## config.mk

```make
export PLATFORM = sky130hd
export DESIGN_NAME = ahp_host_port
export DESIGN_NICKNAME = d
export VERILOG_FILES = /design/src/core/ahp_buf2.v /design/src/core/ahp_host_port.v
export VERILOG_INCLUDE_DIRS = /design/src /design/src/core
export SDC_FILE = /design/constraint.sdc
export NUM_CORES = 1
export LEC_CHECK = 0
export BUFFER_PORTS_ARGS = -buffer_cell sky130_fd_sc_hd__buf_2
export CORE_ASPECT_RATIO = 1.75
export CORE_MARGIN = 10
export CORE_UTILIZATION = 42
export CTS_CLUSTER_DIAMETER = 120
export DETAILED_ROUTE_END_ITERATION = 8
export PLACE_DENSITY_LB_ADDON = 0.25
export SLEW_MARGIN = 20
export SYNTH_ARGS = -nofsm -noshare
export SYNTH_HDL_FRONTEND = slang
export SYNTH_SLANG_ARGS = --single-unit
export TNS_END_PERCENT = 1
```

## constraint.sdc

```tcl
create_clock -name clk -period 2.52 [get_ports clk]
set_input_delay 0.504 -clock clk [delete_from_list [all_inputs] [get_ports clk]]
set_output_delay 0.504 -clock clk [all_outputs]
set_load 0.01 [all_outputs]
```

## src/core/ahp_defs.vh

```
// Constants for the converter host-port and mode-select block.
`ifndef AHP_DEFS_VH
`define AHP_DEFS_VH
// AXI4-Lite register byte offsets.
`define AHP_CTRL_ADDR     5'h00
`define AHP_STATUS_ADDR   5'h04
`define AHP_CFG_ADDR      5'h08
`define AHP_RESULT_ADDR   5'h0c
`define AHP_PUSH_ADDR     5'h10
// Control word fields and reset value.
`define AHP_CW_RESET      32'h000003ff
`define AHP_CW_RANGE_A    26
`define AHP_CW_RANGE_B    27
`define AHP_CW_RANGE_C    28
`define AHP_CW_REF_ON     25
`define AHP_CW_DAC_MSB    9
// Configuration register fields.
`define AHP_CFG_VARIANT_LSB 0
`define AHP_VARIANT_16    2'h0
`define AHP_VARIANT_14    2'h1
`define AHP_VARIANT_12    2'h2
// AXI response codes.
`define AHP_RESP_OKAY     2'h0
`define AHP_RESP_SLVERR   2'h2
`endif

```

## src/core/ahp_buf2.v

```verilog
// Two-entry valid/ready buffer for conversion results heading to the host port.
`timescale 1ns/1ps
module ahp_buf2 (
  // Clock and reset
  input  wire        clk,
  input  wire        rst_n,
  // Fill side
  input  wire        in_valid,
  output wire        in_ready,
  input  wire [15:0] in_data,
  // Drain side
  output wire        out_valid,
  input  wire        out_ready,
  output wire [15:0] out_data
);
  reg [15:0] mem_q [0:1];
  reg        wp_q;
  reg        rp_q;
  reg [1:0]  cnt_q;
  wire       push;
  wire       pop;

  assign in_ready  = (cnt_q != 2'h2);
  assign out_valid = (cnt_q != 2'h0);
  assign out_data  = mem_q[rp_q];
  assign push      = in_valid & in_ready;
  assign pop       = out_valid & out_ready;

  always @(posedge clk or negedge rst_n)
  begin
    if (!rst_n)
    begin
      wp_q     <= 1'b0;
      rp_q     <= 1'b0;
      cnt_q    <= 2'h0;
      mem_q[0] <= 16'h0000;
      mem_q[1] <= 16'h0000;
    end
    else
    begin
      if (push)
      begin
        mem_q[wp_q] <= in_data;
        wp_q        <= ~wp_q;
      end
      if (pop)
        rp_q <= ~rp_q;
      if (push & ~pop)
        cnt_q <= cnt_q + 2'h1;
      else if (pop & ~push)
        cnt_q <= cnt_q - 2'h1;
    end
  end
endmodule // ahp_buf2

```

## src/core/ahp_host_port.v

```verilog
// Parallel host port, strap mode selection and control word of the converter.
// Function
// - Word mode: each result appears whole on all sixteen data lines, one access.
// - Byte mode: upper eight lines only, two accesses, byte order from select input.
// - Software mode: pair ranges A, B, C follow control bits 26, 27, 28.
// - Hardware mode: all pair ranges follow range pin, control bits ignored.
// - Hardware mode: reference-enable pin high turns internal reference and buffers on.
// - Software mode: internal reference follows control bit 25, pin ignored.
// - Reference level comes from ten-bit DAC code in control bits 9 to 0.
// - Interface select low picks parallel port, high picks serial.
// - Configuration source low uses pins, high uses internal control word.
// - Software parallel mode: data accepted only while chip select and write low.
// - 14-bit and 12-bit variants drive data bit 15 as zero.
// - Range low gives four times reference span, high gives twice.
// - Active-high reset aborts conversion and loads control word default.
`timescale 1ns/1ps
`include "ahp_defs.vh"
module ahp_host_port (
  // Clock and reset
  input  wire        clk,
  input  wire        rst_n,
  // AXI4-Lite write address and data
  input  wire [4:0]  s_axi_awaddr,
  input  wire        s_axi_awvalid,
  output reg         s_axi_awready,
  input  wire [31:0] s_axi_wdata,
  input  wire [3:0]  s_axi_wstrb,
  input  wire        s_axi_wvalid,
  output reg         s_axi_wready,
  // AXI4-Lite write response
  output reg  [1:0]  s_axi_bresp,
  output reg         s_axi_bvalid,
  input  wire        s_axi_bready,
  // AXI4-Lite read
  input  wire [4:0]  s_axi_araddr,
  input  wire        s_axi_arvalid,
  output reg         s_axi_arready,
  output reg  [31:0] s_axi_rdata,
  output reg  [1:0]  s_axi_rresp,
  output reg         s_axi_rvalid,
  input  wire        s_axi_rready,
  // Strap and mode pins
  input  wire        interface_select,
  input  wire        config_source_select,
  input  wire        range_select,
  input  wire        ref_on_or_write_strobe,
  input  wire        device_reset,
  // Parallel host pins
  input  wire        cs_n,
  input  wire        rd_n,
  input  wire        word_byte_select,
  input  wire        high_byte_first_select,
  input  wire [15:0] host_data_lines_in,
  output reg  [15:0] host_data_lines_out,
  output reg  [15:0] host_data_lines_oe,
  // Analog control outputs
  output reg  [2:0]  range_x2_pair,
  output reg         internal_ref_on,
  output reg  [9:0]  ref_dac_code,
  output reg         serial_mode,
  output reg         conv_abort
);
  localparam ST_IDLE = 3'b001;
  localparam ST_BYTE = 3'b010;
  localparam ST_WAIT = 3'b100;

  reg  [31:0] control_word_q;
  reg  [1:0]  variant_q;
  reg         strap_ser_q;
  reg         strap_sw_q;
  reg         strap_done_q;
  reg  [2:0]  st_q;
  reg         wr_cyc_q;
  reg         rd_cyc_q;
  reg  [15:0] cur_q;
  reg  [15:0] push_data_q;
  reg         push_valid_q;
  reg  [4:0]  awaddr_q;
  reg  [31:0] wdata_q;
  reg         aw_have_q;
  reg         w_have_q;
  reg  [31:0] rdata_d;
  wire        buf_in_ready;
  wire        buf_out_valid;
  wire [15:0] buf_out_data;
  wire        wr_act;
  wire        rd_act;
  wire        pop;
  wire        do_write;

  ahp_buf2 u_buf (
    .clk       (clk),
    .rst_n     (rst_n),
    .in_valid  (push_valid_q),
    .in_ready  (buf_in_ready),
    .in_data   (push_data_q),
    .out_valid (buf_out_valid),
    .out_ready (pop),
    .out_data  (buf_out_data)
  );

  // Zero bit 15 on the narrower variants; their results sit below it.
  function [15:0] fix_msb;
    input [15:0] v;
    input [1:0]  vsel;
    begin
      fix_msb = v;
      if (vsel != `AHP_VARIANT_16)
        fix_msb[15] = 1'b0;
    end
  endfunction

  // --------------------------------------------------------------------
  // Strap capture
  // --------------------------------------------------------------------
  // Straps are caught once after reset release, so no mode change can
  // tear a transfer in half.
  always @(posedge clk or negedge rst_n)
  begin
    if (!rst_n)
    begin
      strap_done_q <= 1'b0;
      strap_ser_q  <= 1'b0;
      strap_sw_q   <= 1'b0;
    end
    else if (!strap_done_q)
    begin
      strap_done_q <= 1'b1;
      strap_ser_q  <= interface_select;
      strap_sw_q   <= config_source_select;
    end
  end

  assign wr_act = strap_done_q & ~strap_ser_q & strap_sw_q
                  & ~cs_n & ~ref_on_or_write_strobe;
  assign rd_act = strap_done_q & ~strap_ser_q & ~cs_n & ~rd_n;
  assign pop    = (st_q == ST_IDLE) & rd_act & ~rd_cyc_q & buf_out_valid
                  & ~device_reset;

  // --------------------------------------------------------------------
  // Parallel read sequencer
  // --------------------------------------------------------------------
  always @(posedge clk or negedge rst_n)
  begin
    if (!rst_n)
    begin
      st_q                <= ST_IDLE;
      rd_cyc_q            <= 1'b0;
      cur_q               <= 16'h0000;
      host_data_lines_out <= 16'h0000;
      host_data_lines_oe  <= 16'h0000;
    end
    else
    begin
      rd_cyc_q <= rd_act;
      if (!rd_act)
        host_data_lines_oe <= 16'h0000;
      if (device_reset)
        st_q <= ST_IDLE;
      else
      begin
        case (st_q)
          ST_IDLE:
          begin
            if (pop)
            begin
              cur_q <= fix_msb(buf_out_data, variant_q);
              if (!word_byte_select)
              begin
                host_data_lines_out <= fix_msb(buf_out_data, variant_q);
                host_data_lines_oe  <= 16'hffff;
                st_q                <= ST_WAIT;
              end
              else
              begin
                host_data_lines_out <= high_byte_first_select ?
                  {buf_out_data[15:8], 8'h00} : {buf_out_data[7:0], 8'h00};
                host_data_lines_oe  <= 16'hff00;
                st_q                <= ST_BYTE;
              end
              if (!word_byte_select && variant_q != `AHP_VARIANT_16)
                host_data_lines_out[15] <= 1'b0;
              else if (word_byte_select && high_byte_first_select
                       && variant_q != `AHP_VARIANT_16)
                host_data_lines_out[15] <= 1'b0;
            end
          end
          ST_BYTE:
          begin
            // Second access of the pair carries the other byte.
            if (rd_act && !rd_cyc_q)
            begin
              host_data_lines_out <= high_byte_first_select ?
                {cur_q[7:0], 8'h00} : {cur_q[15:8], 8'h00};
              host_data_lines_oe  <= 16'hff00;
              st_q                <= ST_WAIT;
            end
          end
          ST_WAIT:
          begin
            if (!rd_act)
              st_q <= ST_IDLE;
          end
          default:
            st_q <= ST_IDLE;
        endcase
      end
    end
  end

  // --------------------------------------------------------------------
  // AXI4-Lite write channel
  // --------------------------------------------------------------------
  assign do_write = aw_have_q & w_have_q & ~s_axi_bvalid;

  always @(posedge clk or negedge rst_n)
  begin
    if (!rst_n)
    begin
      s_axi_awready <= 1'b0;
      s_axi_wready  <= 1'b0;
      s_axi_bvalid  <= 1'b0;
      s_axi_bresp   <= `AHP_RESP_OKAY;
      aw_have_q     <= 1'b0;
      w_have_q      <= 1'b0;
      awaddr_q      <= 5'h00;
      wdata_q       <= 32'h00000000;
      push_valid_q  <= 1'b0;
      push_data_q   <= 16'h0000;
      variant_q     <= `AHP_VARIANT_16;
      control_word_q <= `AHP_CW_RESET;
    end
    else
    begin
      s_axi_awready <= ~aw_have_q & ~s_axi_awready & s_axi_awvalid;
      s_axi_wready  <= ~w_have_q & ~s_axi_wready & s_axi_wvalid;
      if (s_axi_awvalid && s_axi_awready)
      begin
        aw_have_q <= 1'b1;
        awaddr_q  <= s_axi_awaddr;
      end
      if (s_axi_wvalid && s_axi_wready)
      begin
        w_have_q <= 1'b1;
        wdata_q  <= s_axi_wdata;
      end
      if (push_valid_q && buf_in_ready)
        push_valid_q <= 1'b0;
      if (s_axi_bvalid && s_axi_bready)
        s_axi_bvalid <= 1'b0;
      if (do_write)
      begin
        aw_have_q    <= 1'b0;
        w_have_q     <= 1'b0;
        s_axi_bvalid <= 1'b1;
        s_axi_bresp  <= `AHP_RESP_OKAY;
        case (awaddr_q)
          `AHP_CTRL_ADDR:
            if (strap_sw_q && !wr_act)
              control_word_q <= wdata_q;
          `AHP_CFG_ADDR:
            variant_q <= wdata_q[`AHP_CFG_VARIANT_LSB+1:`AHP_CFG_VARIANT_LSB];
          `AHP_PUSH_ADDR:
            if (!push_valid_q)
            begin
              push_valid_q <= 1'b1;
              push_data_q  <= wdata_q[15:0];
            end
            else
              s_axi_bresp <= `AHP_RESP_SLVERR;
          default:
            s_axi_bresp <= `AHP_RESP_SLVERR;
        endcase
      end
      // Host-pin writes take priority over bus writes in the same cycle.
      if (wr_act)
        control_word_q[15:0] <= host_data_lines_in;
      if (device_reset)
        control_word_q <= `AHP_CW_RESET;
    end
  end

  // --------------------------------------------------------------------
  // AXI4-Lite read channel
  // --------------------------------------------------------------------
  always @*
  begin
    rdata_d = 32'h00000000;
    case (s_axi_araddr)
      `AHP_CTRL_ADDR:   rdata_d = control_word_q;
      `AHP_STATUS_ADDR: rdata_d = {24'h000000, st_q, buf_out_valid, buf_in_ready,
                                   strap_done_q, strap_sw_q, strap_ser_q};
      `AHP_CFG_ADDR:    rdata_d = {30'h00000000, variant_q};
      `AHP_RESULT_ADDR: rdata_d = {16'h0000, cur_q};
      default:          rdata_d = 32'h00000000;
    endcase
  end

  always @(posedge clk or negedge rst_n)
  begin
    if (!rst_n)
    begin
      s_axi_arready <= 1'b0;
      s_axi_rvalid  <= 1'b0;
      s_axi_rdata   <= 32'h00000000;
      s_axi_rresp   <= `AHP_RESP_OKAY;
    end
    else
    begin
      s_axi_arready <= 1'b0;
      if (s_axi_rvalid && s_axi_rready)
        s_axi_rvalid <= 1'b0;
      if (s_axi_arvalid && !s_axi_arready && !s_axi_rvalid)
      begin
        s_axi_arready <= 1'b1;
        s_axi_rvalid  <= 1'b1;
        s_axi_rdata   <= rdata_d;
        s_axi_rresp   <= (s_axi_araddr == `AHP_PUSH_ADDR || s_axi_araddr[1:0] != 2'h0
                          || s_axi_araddr > `AHP_PUSH_ADDR) ? `AHP_RESP_SLVERR
                                                             : `AHP_RESP_OKAY;
      end
    end
  end

  // --------------------------------------------------------------------
  // Mode-dependent analog control
  // --------------------------------------------------------------------
  always @(posedge clk or negedge rst_n)
  begin
    if (!rst_n)
    begin
      range_x2_pair   <= 3'h0;
      internal_ref_on <= 1'b0;
      ref_dac_code    <= 10'h3ff;
      serial_mode     <= 1'b0;
      conv_abort      <= 1'b0;
    end
    else
    begin
      serial_mode  <= strap_ser_q;
      conv_abort   <= device_reset;
      ref_dac_code <= control_word_q[`AHP_CW_DAC_MSB:0];
      // A set bit selects the twice-reference span, clear the four-times span.
      if (strap_sw_q)
      begin
        range_x2_pair <= {control_word_q[`AHP_CW_RANGE_C],
                          control_word_q[`AHP_CW_RANGE_B],
                          control_word_q[`AHP_CW_RANGE_A]};
        internal_ref_on <= control_word_q[`AHP_CW_REF_ON];
      end
      else
      begin
        range_x2_pair   <= {3{range_select}};
        internal_ref_on <= ref_on_or_write_strobe;
      end
    end
  end
endmodule // ahp_host_port

```

==> results of run 1 <==
-- worst paths after layout --
path / from / to / slack, ps / cells after the start
worst max register to register: strap_ser_q / host_data_lines_out[3] / 290 / 5
worst min register to register: control_word_q[0] / ref_dac_code[0] / 410 / 0
max in group asynchronous: rst_n / ref_dac_code[0] / 1390 / 3
worst max-delay path: strap_ser_q / host_data_lines_out[3] / 290 / 5
worst min-delay path: s_axi_bready / s_axi_bvalid / 160 / 2
min in group asynchronous: rst_n / wdata_q[12] / 470 / 2
-- through the flow --
stage	hold slack [ps]	total power, mW	setup WS (ps)
6_report	162	10.3	288
5_1_grt	170	10.8	174
4_1_cts	150	10.4	269
3_5_place_dp	397	7.07	137
3_3_place_gp	407	7.01	191
2_1_floorplan	208	6.24	200
-- per-layer routing --
metal / routed length, um / global-route usage [%]
met5: 21 / 0
met4: 1160 / 7.62
met3: 1320 / 3.67
met2: 14400 / 32.7
met1: 9460 / 18.0
-- cells in the mapped netlist (all sizes together), types with 8 or more instances --
library cell	instances
a21oi	9
a22o	8
a22oi	12
buf	20
clkbuf	27
dfrtp	215
dfstp	21
inv	9
mux2	93
mux2i	39
mux4	9
nand2	131
nand3	19
nor2	19
o21ai	64
o221a	8
o22a	8
o31ai	10
-- cell families (layout without fill, tap and decap cells) --
kind of cell,after synthesis,after routing,synth area share [%]
multiplexers,141,141,16.6
flip-flops,236,236,60.0
AO/OA/AOI/OAI,146,146,10.0
buffers and inverters,58,240,2.59
adder cells (fa/ha/maj),1,1,0.126
XOR/XNOR,5,5,0.443
AND/OR/NAND/NOR,212,212,10.2
other,2,5,0.0759
-- flip-flops by register name, summed over array words and instances (netlist names), 2 cells and up --
signal and count:
control_word_q 32, s_axi_rdata 32, u_buf.mem_q 32, wdata_q 32, cur_q 16, host_data_lines_oe 16
host_data_lines_out 16, push_data_q 16, ref_dac_code 10, awaddr_q 5, range_x2_pair 3, st_q 3
u_buf.cnt_q 2, variant_q 2
-- what timing repair did --
item,4_1_cts,5_1_grt
hold buffers,1,0
buffers inserted,0,0
hold endpoints to repair,26,0
-- area by class of cell --
cell class                 count  area, um^2  share of cell area [%]
antenna                        2        5.00                  0.0421
clock buffer                  38         682                    5.74
clock inverter                 1        30.0                   0.253
inverter                      11        42.5                   0.358
multi-input combinational    508        3710                    31.3
sequential                   236        5930                    50.0
tap                          304         380                    3.20
timing repair buffer         190        1090                    9.17
-- power groups by stage --
| stage | registers, mW | clock network [mW] | logic [mW] |
|---|---|---|---|
| after floorplan | 5.00 | 0 | 1.24 |
| after global placement | 5.22 | 0 | 1.79 |
| after detailed placement | 5.24 | 0 | 1.83 |
| after CTS | 5.18 | 3.41 | 1.84 |
| after global routing | 5.27 | 3.56 | 1.99 |
| final | 5.17 | 3.33 | 1.80 |
==> impl_results.md, run 1 <==
- Number of cells in the finished layout apart from fillers: approximately 1300
- Critical path data required time: a little under 3000 ps
- Top-level port count: 167
- Series of cell instances along the critical path: or4b_4 > clkinv_2 > nand2_4 > or2_1 > o31ai_1
- Slew at the pin with the worst max-slew slack: about 590 ps
- HP Class: in2reg
- Async set-or-reset flop fraction in the synthesized netlist: 100%
- Post-place instance area: about 11000 um^2
- Global route overflow: 0
- Int Pwr: around 7.4 mW
- Top library cells by usage in the layout, fill and taps aside: sky130_fd_sc_hd__dfrtp_1 (215), sky130_fd_sc_hd__buf_2 (159), sky130_fd_sc_hd__nand2_1 (130)
- Sequential cell area fraction in the yosys report: approximately three fifths
- RePlAce Congestion: a little over 0.8
- Filler Cells Inserted: 2158
- Worst Path Buf+Inv: 1
- Overall Global Routing Usage: 17.5%
- Number of sinks driven by the clock tree: 236
- Maximum number of pins on one net before global-route repair: 64
- Switching power summed over all nets: between 2 and 3 mW
- Cell type with the highest aggregate area in the netlist: sky130_fd_sc_hd__dfrtp_1
- Min Tclk post-route: 2230 ps
- Maximum frequency from static timing analysis: between 0.4 and 0.5 GHz
- Combinational fraction of design power: roughly 18%
- EDFF count, synth: 0
- Proportion of netlist area held by the largest area contributor: between 50 and 60%
- Run status: completed
- Leakage power figure: 5.75 nW
- Data arrival time at the worst-slack endpoint: ~2700 ps
- Worst Path Max Fanout: 18
- Initial antenna violation count: 2
- Clock Skew: roughly 8.7 ps
- Worst path slowest cell: sky130_fd_sc_hd__or4b_4
- Number of pins with negative max-slew slack in the final report: 0
- Layout overhead on the synthesized area: 20.0%
- Final antenna-violating net count: 0
- Mean number of vias per cell: approximately 5.3
- Die extent in y: around 220 um
- Core box area: about 23000 um^2
- Final core occ: ~50%
- Category of cells accounting for the largest share of critical-path delay: simple AND/OR/NAND/NOR gates
- Final Setup Violations: 0
- Synthesized instance count: roughly 800
- Top cells by area, synth: sky130_fd_sc_hd__dfrtp_1 (54%), sky130_fd_sc_hd__mux2_2 (11%), sky130_fd_sc_hd__dfstp_2 (5.6%)
- Share of final-layout standard cells stronger than drive strength 1: a little under two fifths
- Cell area after synthesis: 9890 um^2
- Final worst-path cycle share: around nine tenths
- Total via count after detailed routing: between 6000 and 7000
- Synth unique cells: between 60 and 70
- Leading cell type in the layout, fill and taps excluded: sky130_fd_sc_hd__dfrtp_1
- Wire length of the first global-routing pass: 41600 um
- Number of warning messages in the yosys log: 0
- Clock Latency Late Sink: 510 ps
- Clock-pin transition on the worst setup and hold timing paths: approximately 60 ps
- Wire length reported by the detailed router: 26400 um
- Setup TNS Final: 0 ps
- Detailed router's first-iteration violation count: 347
- Mean instance size in the synthesized netlist: about 12 um^2
- Initial cell density of the core: between 40 and 50%
- Flip-flop and latch count after synthesis: between 200 and 250
- Final hold violations: 0
- Critical Path Max Stage Delay: between 600 and 700 ps
- Via count of the first global-routing pass: 7322
- Clock Tree Buf Depth: 3
- DP Wirelength: between 20000 and 25000 um
- Number of buffers added by the clock tree synthesis step: 22
- Number of gates resized after CTS: 0
- Capturing element type of the critical path: register
- Sw frac: roughly 28%
- IO Port Bufs: 160
- CTS tree: done
- Number of DRC violations after detailed routing: 0
- Sequential Power Share: 50.2%
- Post-layout instance area: 11900 um^2
- Relative max-transition margin: between 60% and 70%
- RSZ-0062 raised after global routing: no
- Power density of the placed cells: roughly 870 nW/um^2
- Die outline width: between 100 and 150 um
- Setup crit start kind: register
- IR drop worst, VDD: 0.631 mV
- Row count: between 70 and 80
- Area enclosed by the die boundary: 30300 um^2
- Setup CP Type: reg2reg
- Max H-tree Level: 1
- Router iterations before antenna repair: 4
- Max-capacitance violation count: 0
- # placed instances: between 1000 and 1500
- Clock root buffer: sky130_fd_sc_hd__clkbuf_16
- Net count, final: between 1000 and 1500
- Clock network fraction of total power: between 30% and 40%
- Most instantiated flip-flop cell in the synthesis netlist: sky130_fd_sc_hd__dfrtp_1
- Wirelength per Cell: slightly above 20 um
Note: power is estimated with default switching activity, not from simulation.
==> run 2, diff against run 1 <==
--- a/config.mk
+++ b/config.mk
@@ -6,12 +6,12 @@
 export SDC_FILE = /design/constraint.sdc
 export NUM_CORES = 1
 export LEC_CHECK = 0
-export BUFFER_PORTS_ARGS = -buffer_cell sky130_fd_sc_hd__buf_2
 export CORE_ASPECT_RATIO = 1.75
 export CORE_MARGIN = 10
 export CORE_UTILIZATION = 42
 export CTS_CLUSTER_DIAMETER = 120
 export DETAILED_ROUTE_END_ITERATION = 8
+export DONT_BUFFER_PORTS = 1
 export PLACE_DENSITY_LB_ADDON = 0.25
 export SLEW_MARGIN = 20
 export SYNTH_ARGS = -nofsm -noshare
==> run 2 against run 1 <==
Against the previous run: the run now ends with hold timing left; hold slack got worse by 460 ps; worst setup slack lost 87 ps; clock skew is 12 ps higher; routed wire length fell by 1.2%; power decreased by 3.1%; maximum frequency decreased by 3.7%; critical path type unchanged; highest routed layer is now met4.
==> impl_results.md, run 2 (same netlist as run 1, synthesis figures left out) <==
- Violated checks: hold timing
- Number of cells in the finished layout apart from fillers: 1124 (was 1290)
- Number of pins with negative max-slew slack in the final report: 0 (unchanged)
- Setup CP Type: reg2reg (unchanged)
- Leakage power figure: 4.99 nW (was 5.75 nW)
- Hold bufs inserted after CTS: 1 (unchanged)
- Wire length of the first global-routing pass: 39900 um (was 41600 um)
- Critical Path Max Stage Delay: 630 ps (about the same)
- Total via count after detailed routing: 6243 (was 6803)
- Data arrival time at the worst-slack endpoint: 2730 ps (was 2650 ps)
- Detailed router's first-iteration violation count: 414 (was 347)
- Postcts setup bufs: 0 (unchanged)
- Top routing layer in use: met4 (was met5)
- Max-capacitance violation count: 0 (unchanged)
- Number of DRC violations after detailed routing: 0 (unchanged)
- Slew at the pin with the worst max-slew slack: 844 ps (was 593 ps)
- Layout overhead on the synthesized area: 10.9% (was 20.0%)
- Top library cells by usage in the layout, fill and taps aside: sky130_fd_sc_hd__dfrtp_1 (215), sky130_fd_sc_hd__nand2_1 (130), sky130_fd_sc_hd__mux2_2 (93) (was sky130_fd_sc_hd__dfrtp_1 (215), sky130_fd_sc_hd__buf_2 (159), sky130_fd_sc_hd__nand2_1 (130))
- CTS tree: done (unchanged)
- Detailed-routed wire length on met2: 14300 um (was 14400 um)
- Top-level port count: 167 (unchanged)
- Core box area: 23200 um^2 (unchanged)
- Clock Tree Buf Depth: 3 (unchanged)
- Die outline width: 136 um (unchanged)
- Post-layout instance area: 11000 um^2 (was 11900 um^2)
- Wire length reported by the detailed router: 26100 um (was 26400 um)
- DP Wirelength: 20000 um (was 20200 um)
- Clock Latency Late Sink: 520 ps (was 510 ps)
- Global route overflow: 0 (unchanged)
- Relative max-transition margin: 43.4% (was 60.4%)
- Worst Path Max Fanout: 25 (was 18)
- Worst Path Buf+Inv: 1 (unchanged)
- Hold slack: -296 ps (was 162 ps)
- Met3 wire length: 1990 um (was 1320 um)
- Maximum frequency from static timing analysis: 0.431 GHz (was 0.448 GHz)
- Max H-tree Level: 1 (unchanged)
- Number of sinks driven by the clock tree: 236 (unchanged)
- IO Port Bufs: 0 (was 160)
- Clock-pin transition on the worst setup and hold timing paths: 60 ps (about the same)
- Final Setup Violations: 0 (unchanged)
- Overall Global Routing Usage: 17.1% (was 17.5%)
- Post-place instance area: 10200 um^2 (was 11100 um^2)
- Number of buffers added by the clock tree synthesis step: 22 (unchanged)
- Worst path slowest cell: sky130_fd_sc_hd__or4b_4 (unchanged)
- Multi-input logic area: 3710 um^2 (unchanged)
- Final worst-path cycle share: 92.0% (was 88.6%)
- Setup TNS Final: 0 ps (unchanged)
- Category of cells accounting for the largest share of critical-path delay: simple AND/OR/NAND/NOR gates (unchanged)
- Worst slack at placement: 94.0 ps (was 137 ps)
- Die extent in y: 223 um (unchanged)
- Clock root buffer: sky130_fd_sc_hd__clkbuf_16 (unchanged)
- Area enclosed by the die boundary: 30300 um^2 (unchanged)
- IR drop worst, VDD: 0.598 mV (was 0.631 mV)
- Setup crit start kind: register (unchanged)
- Final core occ: 47.2% (was 51.1%)
- Power density of the placed cells: 909 nW/um^2 (was 868 nW/um^2)
- HP Class: in2async (was in2reg)
- Min Tclk post-route: 2320 ps (was 2230 ps)
- Critical path data required time: 2930 ps (was 2940 ps)
- RePlAce Congestion: 0.832 (was 0.825)
- Capturing element type of the critical path: register (unchanged)
- Wirelength per Cell: 23.2 um (was 20.5 um)
- Via count of the first global-routing pass: 6624 (was 7322)
- Filler Cells Inserted: 2085 (was 2158)
- Initial cell density of the core: 42.6% (unchanged)
- Final hold violations: 229 (was 0)
- Design Power: 9.98 mW (was 10.3 mW)
- Mean number of vias per cell: 5.55 (was 5.27)
- Series of cell instances along the critical path: or4b_4 > clkinv_2 > nand2_4 > or2_2 > o31ai_1 (was or4b_4 > clkinv_2 > nand2_4 > or2_1 > o31ai_1)
- Net count, final: 881 (was 1048)
- Routed metal-1 wire length: 8590 um (was 9460 um)
- Leading cell type in the layout, fill and taps excluded: sky130_fd_sc_hd__dfrtp_1 (unchanged)
- Row count: 74 (unchanged)
- Router iterations before antenna repair: 5 (was 4)
- Clock Skew: 20.9 ps (was 8.66 ps)
- Final antenna-violating net count: 0 (unchanged)
- Maximum number of pins on one net before global-route repair: 237 (was 64)
- # placed instances: 1081 (was 1248)
- Share of final-layout standard cells stronger than drive strength 1: 24.7% (was 36.8%)
- RSZ-0062 raised after global routing: no (unchanged)
- Final critical-path setup slack: 201 ps (was 288 ps)
- FF+latch area: 5930 um^2 (unchanged)
- Initial antenna violation count: 2 (unchanged)
- Run status: finished with violations (was completed)
## run 2: power breakdown
part | switching (mW) | internal, mW
clock network | 1.40 | 1.83
registers | 0.719 | 4.53
logic | 0.681 | 0.817
total | 2.80 | 7.18
## run 2: what timing repair did
action,in CTS,in global routing
hold endpoints to repair,237,235
endpoints found under the setup margin,0,7
resized for setup,0,1
## run 2: worst paths after layout
check	to	start	cells past startpoint	slack, ps
worst min register to register	ref_dac_code[0]	control_word_q[0]	0	400
max in group asynchronous	ref_dac_code[6]	rst_n	0	2380
min in group clk	s_axi_rvalid	s_axi_rready	1	70
worst max register to register	host_data_lines_out[5]	strap_ser_q	5	200
worst min-delay path	wdata_q[8]	rst_n	0	-300
worst max-delay path	host_data_lines_out[5]	strap_ser_q	5	200
## run 2: worst reg2reg max path, stage by stage, from the launching register on
cell,delay [ps]
sky130_fd_sc_hd__dfrtp_1,440
sky130_fd_sc_hd__or4b_4,630
sky130_fd_sc_hd__clkinv_2,180
sky130_fd_sc_hd__nand2_4,140
sky130_fd_sc_hd__or2_2,510
sky130_fd_sc_hd__o31ai_1,310
## run 2: layout make-up
type / count / share of cell area, %
Clock buffer: 34 / 6.07
Timing Repair Buffer: 23 / 1.71
Multi-Input combinational cell: 508 / 33.8
Inverter: 11 / 0.388
Antenna cell: 2 / 0.0456
Sequential cell: 236 / 54.1
Clock inverter: 6 / 0.433
Tap cell: 304 / 3.47
## run 2: per-layer routing
metal	up-vias	GRT usage, %
li1	2838	-
met1	3189	16.6
met2	173	31.5
met3	43	5.04
met4	0	8.38
met5	-	0
